## src/modem_cfg_pkg.sv

```systemverilog
// Constants for the modem rate and format configuration block.
// Assumes the byte-wide register port of the host serial interface.
package modem_cfg_pkg;
   localparam logic [7:0] ADDR_BW_RATE = 8'h10;
   localparam logic [7:0] ADDR_MANTISSA = 8'h11;
   localparam logic [7:0] ADDR_FORMAT = 8'h12;
   localparam logic [7:0] RST_BW_RATE = 8'h8C;
   localparam logic [7:0] RST_MANTISSA = 8'h22;
   localparam logic [7:0] RST_FORMAT = 8'h00;
   localparam logic [7:0] FORMAT_MASK = 8'hF8;
   localparam logic [7:0] READ_NONE = 8'h00;
   localparam int EXP_LSB = 0;
   localparam int EXP_MSB = 3;
   localparam int BYPASS_BIT = 7;
   localparam int MOD_LSB = 4;
   localparam int MOD_MSB = 6;
   localparam int MANCH_BIT = 3;
   localparam int ACC_BITS = 28;
   localparam int INC_BITS = 24;
   localparam logic [8:0] HIDDEN_ONE = 9'h100;
   localparam logic [2:0] MOD_2FSK = 3'h0;
   localparam logic [2:0] MOD_GFSK = 3'h1;
   localparam logic [2:0] MOD_ASK = 3'h3;
   localparam logic [2:0] MOD_MSK = 3'h7;
   typedef enum logic [1:0] {
      PH_FIRST = 2'h1,
      PH_SECOND = 2'h2
   } phase_t;
endpackage

```

## src/rate_if.sv

```systemverilog
// Carries the symbol-rate setting to the rate generator and its tick back.
// Assumes one clock domain shared by both ends.
interface rate_if;
   logic [7:0] mantissa;
   logic [3:0] exponent;
   logic tick;
   modport gen (input mantissa, input exponent, output tick);
   modport user (output mantissa, output exponent, input tick);
endinterface

```

## src/symbol_rate_gen.sv

```systemverilog
// Phase-accumulator symbol-rate generator.
// Assumes clk_sys is the crystal clock; ce freezes the accumulator.
module symbol_rate_gen (
   // Clock and control
   input wire logic clk_sys,
   input wire logic srst,
   input wire logic ce,
   // Rate setting and tick
   rate_if.gen rate
);
   localparam int INC_BITS = modem_cfg_pkg::INC_BITS;
   localparam int ACC_BITS_W = modem_cfg_pkg::ACC_BITS;

   logic [modem_cfg_pkg::ACC_BITS-1:0] acc;
   logic [modem_cfg_pkg::ACC_BITS-1:0] next_acc;
   logic tick;
   logic next_tick;
   logic [modem_cfg_pkg::INC_BITS-1:0] inc;
   logic [modem_cfg_pkg::ACC_BITS:0] sum;

   // ------------------------------------------------------------
   // Accumulator
   // ------------------------------------------------------------
   always_comb begin
      inc = INC_BITS'({modem_cfg_pkg::HIDDEN_ONE[8], rate.mantissa}) << rate.exponent;
      sum = {1'b0, acc} + {5'h00, inc};
      next_acc = acc;
      next_tick = 1'b0;
      if (srst) begin
         next_acc = '0;
      end else if (ce) begin
         next_acc = sum[modem_cfg_pkg::ACC_BITS-1:0];
         next_tick = sum[modem_cfg_pkg::ACC_BITS];
      end else begin
         next_tick = tick;
      end
   end

   always_ff @(posedge clk_sys) begin
      acc <= next_acc;
      tick <= next_tick;
   end

   assign rate.tick = tick;
endmodule // symbol_rate_gen

```

## src/modem_rate_format_config.sv

```systemverilog
// Modem symbol-rate, modulation format and line-coding configuration.
// Assumes a decoded byte register port from the host serial interface.
// Functional notes
// - The mantissa register holds an 8-bit read/write value at bits 7:0, reset to 0x22.
// - The rate is a 9-bit mantissa with a hidden leading one and a 4-bit exponent.
// - The symbol rate is crystal times (256 plus mantissa) shifted by exponent over 2^28.
// - Bit 7 of the format register bypasses the DC-blocking filter when set, reset zero.
// - Bits 6:4 select 2-FSK, GFSK, ASK/OOK or MSK by codes 0, 1, 3 and 7, reset zero.
// - The exponent is a 4-bit read/write field in bits 3:0 at offset 0x10, reset twelve.
module modem_rate_format_config (
   // Clock and control
   input wire logic clk_sys,
   input wire logic srst,
   input wire logic ce,
   // Register port
   input wire logic [7:0] reg_addr,
   input wire logic [7:0] reg_wdata,
   input wire logic reg_wr,
   input wire logic reg_rd,
   output logic [7:0] reg_rdata,
   output logic reg_rvalid,
   // Demodulator and format controls
   output logic dc_filter_enable,
   output logic mod_2fsk,
   output logic mod_gfsk,
   output logic mod_ask,
   output logic mod_msk,
   output logic mod_unassigned,
   // Transmit bit stream
   input wire logic tx_data,
   output logic tx_take,
   output logic tx_line,
   // Receive bit stream
   input wire logic rx_line,
   output logic rx_data,
   output logic rx_valid,
   output logic rx_code_error
);
   logic [7:0] bw_rate;
   logic [7:0] mantissa;
   logic [7:0] format;
   logic [7:0] next_bw_rate;
   logic [7:0] next_mantissa;
   logic [7:0] next_format;
   logic [7:0] next_reg_rdata;
   logic next_reg_rvalid;
   logic [2:0] mod_code;
   logic manch_en;
   logic tick;
   modem_cfg_pkg::phase_t phase;
   modem_cfg_pkg::phase_t next_phase;
   logic tx_held;
   logic next_tx_held;
   logic next_tx_line;
   logic rx_first;
   logic next_rx_first;
   logic next_rx_data;
   logic next_rx_valid;
   logic next_rx_code_error;
   logic [5:0] next_mod_flags;
   logic next_dc_filter_enable;

   rate_if rate ();

   // ------------------------------------------------------------
   // Registers
   // ------------------------------------------------------------
   always_comb begin
      next_bw_rate = bw_rate;
      next_mantissa = mantissa;
      next_format = format;
      next_reg_rdata = reg_rdata;
      next_reg_rvalid = reg_rvalid;
      if (srst) begin
         next_bw_rate = modem_cfg_pkg::RST_BW_RATE;
         next_mantissa = modem_cfg_pkg::RST_MANTISSA;
         next_format = modem_cfg_pkg::RST_FORMAT;
         next_reg_rdata = modem_cfg_pkg::READ_NONE;
         next_reg_rvalid = 1'b0;
      end else if (ce) begin
         if (reg_wr) begin
            unique case (reg_addr)
               modem_cfg_pkg::ADDR_BW_RATE: next_bw_rate = reg_wdata;
               modem_cfg_pkg::ADDR_MANTISSA: next_mantissa = reg_wdata;
               modem_cfg_pkg::ADDR_FORMAT: next_format = reg_wdata & modem_cfg_pkg::FORMAT_MASK;
               default: next_format = format;
            endcase
         end
         next_reg_rvalid = reg_rd;
         unique case (reg_addr)
            modem_cfg_pkg::ADDR_BW_RATE: next_reg_rdata = bw_rate;
            modem_cfg_pkg::ADDR_MANTISSA: next_reg_rdata = mantissa;
            modem_cfg_pkg::ADDR_FORMAT: next_reg_rdata = format;
            default: next_reg_rdata = modem_cfg_pkg::READ_NONE;
         endcase
         if (!reg_rd) begin
            next_reg_rdata = reg_rdata;
         end
      end
   end

   always_ff @(posedge clk_sys) begin
      bw_rate <= next_bw_rate;
      mantissa <= next_mantissa;
      format <= next_format;
      reg_rdata <= next_reg_rdata;
      reg_rvalid <= next_reg_rvalid;
   end

   // ------------------------------------------------------------
   // Format decode
   // ------------------------------------------------------------
   assign mod_code = format[modem_cfg_pkg::MOD_MSB:modem_cfg_pkg::MOD_LSB];
   assign manch_en = format[modem_cfg_pkg::MANCH_BIT];

   always_comb begin
      next_dc_filter_enable = ~format[modem_cfg_pkg::BYPASS_BIT];
      next_mod_flags = 6'h00;
      next_mod_flags[0] = (mod_code == modem_cfg_pkg::MOD_2FSK);
      next_mod_flags[1] = (mod_code == modem_cfg_pkg::MOD_GFSK);
      next_mod_flags[2] = (mod_code == modem_cfg_pkg::MOD_ASK);
      next_mod_flags[3] = (mod_code == modem_cfg_pkg::MOD_MSK);
      next_mod_flags[4] = ~|next_mod_flags[3:0];
      if (srst) begin
         next_dc_filter_enable = 1'b1;
         next_mod_flags = 6'h01;
      end else if (!ce) begin
         next_dc_filter_enable = dc_filter_enable;
         next_mod_flags = {1'b0, mod_unassigned, mod_msk, mod_ask, mod_gfsk, mod_2fsk};
      end
   end

   always_ff @(posedge clk_sys) begin
      dc_filter_enable <= next_dc_filter_enable;
      {mod_unassigned, mod_msk, mod_ask, mod_gfsk, mod_2fsk} <= next_mod_flags[4:0];
   end

   // ------------------------------------------------------------
   // Symbol rate
   // ------------------------------------------------------------
   assign rate.mantissa = mantissa;
   assign rate.exponent = bw_rate[modem_cfg_pkg::EXP_MSB:modem_cfg_pkg::EXP_LSB];
   assign tick = rate.tick;

   symbol_rate_gen u_rate (
      .clk_sys(clk_sys),
      .srst(srst),
      .ce(ce),
      .rate(rate)
   );

   // ------------------------------------------------------------
   // Line coding
   // ------------------------------------------------------------
   assign tx_take = ce && tick && !srst && (!manch_en || phase == modem_cfg_pkg::PH_FIRST);

   always_comb begin
      next_phase = phase;
      next_tx_held = tx_held;
      next_tx_line = tx_line;
      next_rx_first = rx_first;
      next_rx_data = rx_data;
      next_rx_valid = 1'b0;
      next_rx_code_error = rx_code_error;
      if (srst) begin
         next_phase = modem_cfg_pkg::PH_FIRST;
         next_tx_held = 1'b0;
         next_tx_line = 1'b0;
         next_rx_first = 1'b0;
         next_rx_data = 1'b0;
         next_rx_code_error = 1'b0;
      end else if (!ce) begin
         next_rx_valid = rx_valid;
      end else if (!manch_en) begin
         next_phase = modem_cfg_pkg::PH_FIRST;
         if (tick) begin
            next_tx_line = tx_data;
            next_rx_data = rx_line;
            next_rx_valid = 1'b1;
            next_rx_code_error = 1'b0;
         end
      end else if (tick) begin
         unique case (phase)
            modem_cfg_pkg::PH_FIRST: begin
               next_tx_held = tx_data;
               next_tx_line = tx_data;
               next_rx_first = rx_line;
               next_phase = modem_cfg_pkg::PH_SECOND;
            end
            modem_cfg_pkg::PH_SECOND: begin
               next_tx_line = ~tx_held;
               next_rx_data = rx_first;
               next_rx_code_error = (rx_first == rx_line);
               next_rx_valid = 1'b1;
               next_phase = modem_cfg_pkg::PH_FIRST;
            end
            default: next_phase = modem_cfg_pkg::PH_FIRST;
         endcase
      end
   end

   always_ff @(posedge clk_sys) begin
      phase <= next_phase;
      tx_held <= next_tx_held;
      tx_line <= next_tx_line;
      rx_first <= next_rx_first;
      rx_data <= next_rx_data;
      rx_valid <= next_rx_valid;
      rx_code_error <= next_rx_code_error;
   end
endmodule // modem_rate_format_config

```

## config.mk

```make
export PLATFORM = sky130hd
export DESIGN_NAME = modem_rate_format_config
export DESIGN_NICKNAME = d
export VERILOG_FILES = /design/src/modem_cfg_pkg.sv /design/src/rate_if.sv /design/src/symbol_rate_gen.sv /design/src/modem_rate_format_config.sv
export SDC_FILE = /design/constraint.sdc
export NUM_CORES = 1
export LEC_CHECK = 0
export CAP_MARGIN = 15
export CORE_MARGIN = 10
export CORE_UTILIZATION = 45
export CTS_CLUSTER_SIZE = 24
export DETAILED_ROUTE_END_ITERATION = 6
export DONT_BUFFER_PORTS = 1
export HOLD_SLACK_MARGIN = 0.03
export PLACE_DENSITY = 0.56
export SYNTH_ARGS = -nofsm -noshare
export SYNTH_HDL_FRONTEND = slang
export SYNTH_HIERARCHICAL = 1
export SYNTH_SLANG_ARGS = --single-unit
```

## constraint.sdc

```tcl
create_clock -name clk_sys -period 3.9 [get_ports clk_sys]
set_input_delay 0.78 -clock clk_sys [delete_from_list [all_inputs] [get_ports clk_sys]]
set_output_delay 0.78 -clock clk_sys [all_outputs]
set_load 0.02 [all_outputs]
```

==> Implementation_results.wiki <==
{| class="wikitable"
! Metric !! Value
|-
| TritonCTS clock tree || yes
|-
| Commonest cells after routing, fill and taps aside || dfxtp_1, nor2_1, nand2_1
|-
| CTS max path bufs || 2
|-
| List of cells traversed by the critical path || buf_4 > mux2i_1 > a21oi_1 > nand2_1 > o21ai_0 > nand2_1 > o21ai_0 > ha_1 > a21oi_1 > o21ai_0 > a211oi_1 > o41ai_2 > buf_4 > a211oi_1 > nor3_1 > mux2_1
|-
| Worst clock skew on the final layout || 0.0110 ns
|-
| Clock network latency to the later pin of the worst-skew pair || 0.35 ns
|-
| Post-CTS Setup Bufs || 0
|-
| Total iterations of the first detailed-routing run || 5
|-
| Max rail drop VDD || 0.207 mV
|-
| Period utilization || 0.917
|-
| Final ANT Viol Nets || 0
|-
| Worst endpoint data arrival time || about 3.8 ns
|-
| Depth of the worst register-to-register path || 16
|-
| Antenna Diode Count || 0
|-
| Most common cell after layout, fill and taps aside || dfxtp_1
|-
| H-tree Lvls || 3
|-
| Final hold violation count || 0
|-
| Final Routed Wirelength || 11.7 mm
|-
| CP max stage delay || 0.40 ns
|-
| Crit start category || flip-flop
|-
| Final cell count without fillers || between 700 and 800
|-
| Synth cell types || 66
|-
| Power density over the cells || 307 nW/um^2
|-
| Shortest clock period the worst path allows after layout || around 3.6 ns
|-
| Cell chosen for the clock root || clkbuf_8
|-
| Sequential cell fraction of total power || 0.483
|-
| Final routed wire length divided by cell count || 16.4 um
|-
| Final-stage net count || 624
|-
| Number of top-level pins || 43
|-
| DRC marker count from the first detailed-route iteration || about 230
|-
| Ratio of routed vias to standard cells || roughly 5.7
|-
| Total number of yosys warnings || 6
|-
| Maximum number of pins on one net before global-route repair || 92
|-
| Type of the worst setup path || reg2reg
|-
| Number of global-route vias before repair || 3988
|-
| Area taken by flip-flops and latches || ~1500 um^2
|-
| Cell type with the highest occurrence count on the critical path || o21ai_0
|-
| Relative slew slack || 0.467
|-
| Setup slack of the worst register-to-register path || around 0.32 ns
|-
| Hold path startpoint || tx_held
|-
| Via Count || about 4.1k
|-
| Die ar. || 15200 um^2
|-
| Synthesized netlist cell count || 588
|-
| Proportion of register bits with asynchronous set or reset after synthesis || 0
|-
| RSZ-0062 raised after global routing || false
|-
| Clock slew seen by the registers of the worst setup and hold paths || about 0.08 ns
|-
| Die X-Extent || about 120 um
|-
| Max-cap violations || 0
|-
| Result of the run || finished clean
|-
| Post-synth EDFFs || 0
|-
| Average instance area after synthesis || around 8.1 um^2
|-
| Synthesized netlist net count || 636
|-
| Placed cell count || 701
|-
| Fraction of layout instances using a drive strength above 1 || 0.0690
|-
| Worst Path Buf+Inv || 2
|-
| Overall Global Routing Usage || 0.157
|-
| Startpoint of the worst-slack reg-to-reg timing path || bw_rate[1]
|-
| Number of rows in the core area || 37
|-
| Final number of setup-violating endpoints || 0
|-
| Crit path capture type || flip-flop
|-
| Maximum fanout count along the critical path || 10
|-
| Synth-to-Final Area Change || 7.14%
|-
| Sequential element share of the synthesized area || 0.305
|-
| Total negative slack for setup checks || 0 ns
|-
| Floorplan core area || 10300 um^2
|-
| Switch Pwr || about 360 uW
|-
| Capture endpoint of the worst hold path || tx_held
|-
| Number of fill cells in the layout || about 1000
|-
| Total global routing overflow || 0
|-
| Port Buffers || 0
|-
| Reg-to-reg critical path endpoint || u_rate/acc[25]
|-
| Most used flip-flop cell after synthesis || dfxtp_1
|-
| Leak Pwr || 0.00209 uW
|-
| Number of buffers created by CTS || 9
|-
| Int Pwr || about 1200 uW
|-
| Worst Tran Pin Value || 0.795 ns
|-
| Number of stages on the worst hold path || 2
|-
| Highest Clock Rate || roughly 280 MHz
|-
| Cell type of the slowest stage on the worst timing path || dfxtp_1
|-
| Number of clock sinks || 73
|-
| Die Ht || 123 um
|-
| Area of the multi-input gates || 3160 um^2
|-
| Cell family with most CP delay || compound AO/OA/AOI/OAI gates
|-
| Required @ worst endpoint || 4.14 ns
|-
| Cell area after technology mapping || 4790 um^2
|-
| Combinational power share || 0.052
|-
| Antenna violations before repair || 0
|-
| Number of register bits inferred by synthesis || 73
|-
| Sw Share || 0.227
|-
| Hold/Removal Path Class || reg2reg
|-
| Hold buffers post-CTS || 0
|-
| Detail Placement HPWL || 8.55 mm
|-
| Number of pins with negative max-slew slack in the final report || 0
|-
| Utilization after layout || 0.497
|-
| Starting Density || 0.464
|-
| First-pass GRT wire length || between 15 and 20 mm
|-
| Final GP Congestion || 0.887
|-
| Remaining DRCs || 0
|-
| Final worst hold slack || around 0.46 ns
|-
| Share of total power in the clock network || 0.465
|}
==> worst max path at each step <==
stage                    start        endpoint  depth (start not counted)
global placement    bw_rate[0]  u_rate/acc[24]                         13
finish              bw_rate[1]  u_rate/acc[25]                         16
CTS                 bw_rate[0]  u_rate/acc[25]                         14
detailed placement  bw_rate[0]  u_rate/acc[25]                         14
global route        bw_rate[1]  u_rate/acc[25]                         16
floorplan           bw_rate[1]  u_rate/acc[24]                         13
==> worst register-to-register path, delay by kind of cell (launching register included) <==
family,cells,cell delay (ns)
compound gates,8,1.47
mux,2,0.60
flops,1,0.40
fa+ha+maj,1,0.38
buf+inv,2,0.36
simple gates,3,0.26
==> registers in the layout, summed over array words and instances (netlist names) <==
register	count
mantissa	8
tx_held	1
rx_first	1
phase	2
u_rate/rate.tick	1
u_rate/acc	28
mod_ask	1
reg_rvalid	1
mod_2fsk	1
rx_valid	1
mod_gfsk	1
bw_rate	8
tx_line	1
reg_rdata	8
mod_msk	1
mod_unassigned	1
rx_data	1
dc_filter_enable	1
rx_code_error	1
format	5
==> logic make-up after synthesis <==
logic type                 share of synthesized area
DFF                                            0.305
xor gates and xnor gates                      0.0329
adders and majority gates                     0.0669
muxes                                          0.117
buffers and inverters                         0.0342
and+or+nand+nor                                0.244
AOI/OAI and AO/OA                              0.200
==> cells in the mapped netlist (3+ instances only) <==
library cell  instances  area share
a211oi_1              8       0.013
a21o_1                6      0.0094
a21oi_1              45       0.047
a22o_1                5      0.0091
a22oi_1               3      0.0047
a31oi_1               3      0.0039
and2_1                3      0.0039
and3b_1               3      0.0055
buf_1                 4      0.0031
clkbuf_1             22       0.017
dfxtp_1              73        0.31
ha_1                 24       0.063
inv_1                12      0.0094
mux2i_1              50        0.10
nand2_1              56       0.044
nand2b_1             38       0.050
nand3_1              16       0.017
nand4_1               5      0.0065
nor2_1               60       0.047
nor2b_1              13       0.017
nor3_1               12       0.013
nor3b_1               6      0.0094
o211ai_1              5      0.0078
o21a_1                4      0.0063
o21ai_0              35       0.037
o21bai_1              3      0.0047
o22ai_1               9       0.012
xnor2_1              15       0.027
xor2_1                3      0.0055
==> power groups by stage <==
stage | Clock (uW) | Sequential (uW) | Combinational (uW)
floorplan | 0 | 775 | 86.2
global placement | 0 | 777 | 80.3
detailed placement | 0 | 777 | 81.7
CTS | 753 | 760 | 81.8
global route | 781 | 761 | 91.2
finish | 731 | 760 | 82.2
==> metal layers <==
layer / vias to the layer above / global-route usage / wire, um
li1: 2068 / - / -
met1: 1940 / 0.192 / 5330
met2: 80 / 0.253 / 5470
met3: 10 / 0.0552 / 800
met4: 0 / 0.0509 / 110
met5: - / 0 / 0
==> final cells by class <==
class                      count  share of cell area
clock inverter                 6              0.0227
clock buffer                   9              0.0242
sequential                    73               0.285
inverter                      13             0.00951
tap                          136              0.0332
timing repair buffer           6             0.00878
multi-input combinational    473               0.616
==> through the flow <==
stage	setup slack (ns)	total power, uW	area [um^2]
floorplan	0.340	861	4790
global placement	0.325	857	4890
detailed placement	0.257	859	4890
CTS	0.224	1590	5130
global route	0.00934	1630	5130
finish	0.322	1570	5130
==> what timing repair did <==
| item | CTS | global route |
|---|---|---|
| hold endpoints to repair | 0 | 0 |
| gates resized for setup | 0 | 1 |
| endpoints found under the setup margin | 0 | 3 |
No activity file was read; power rests on OpenSTA's default activity.
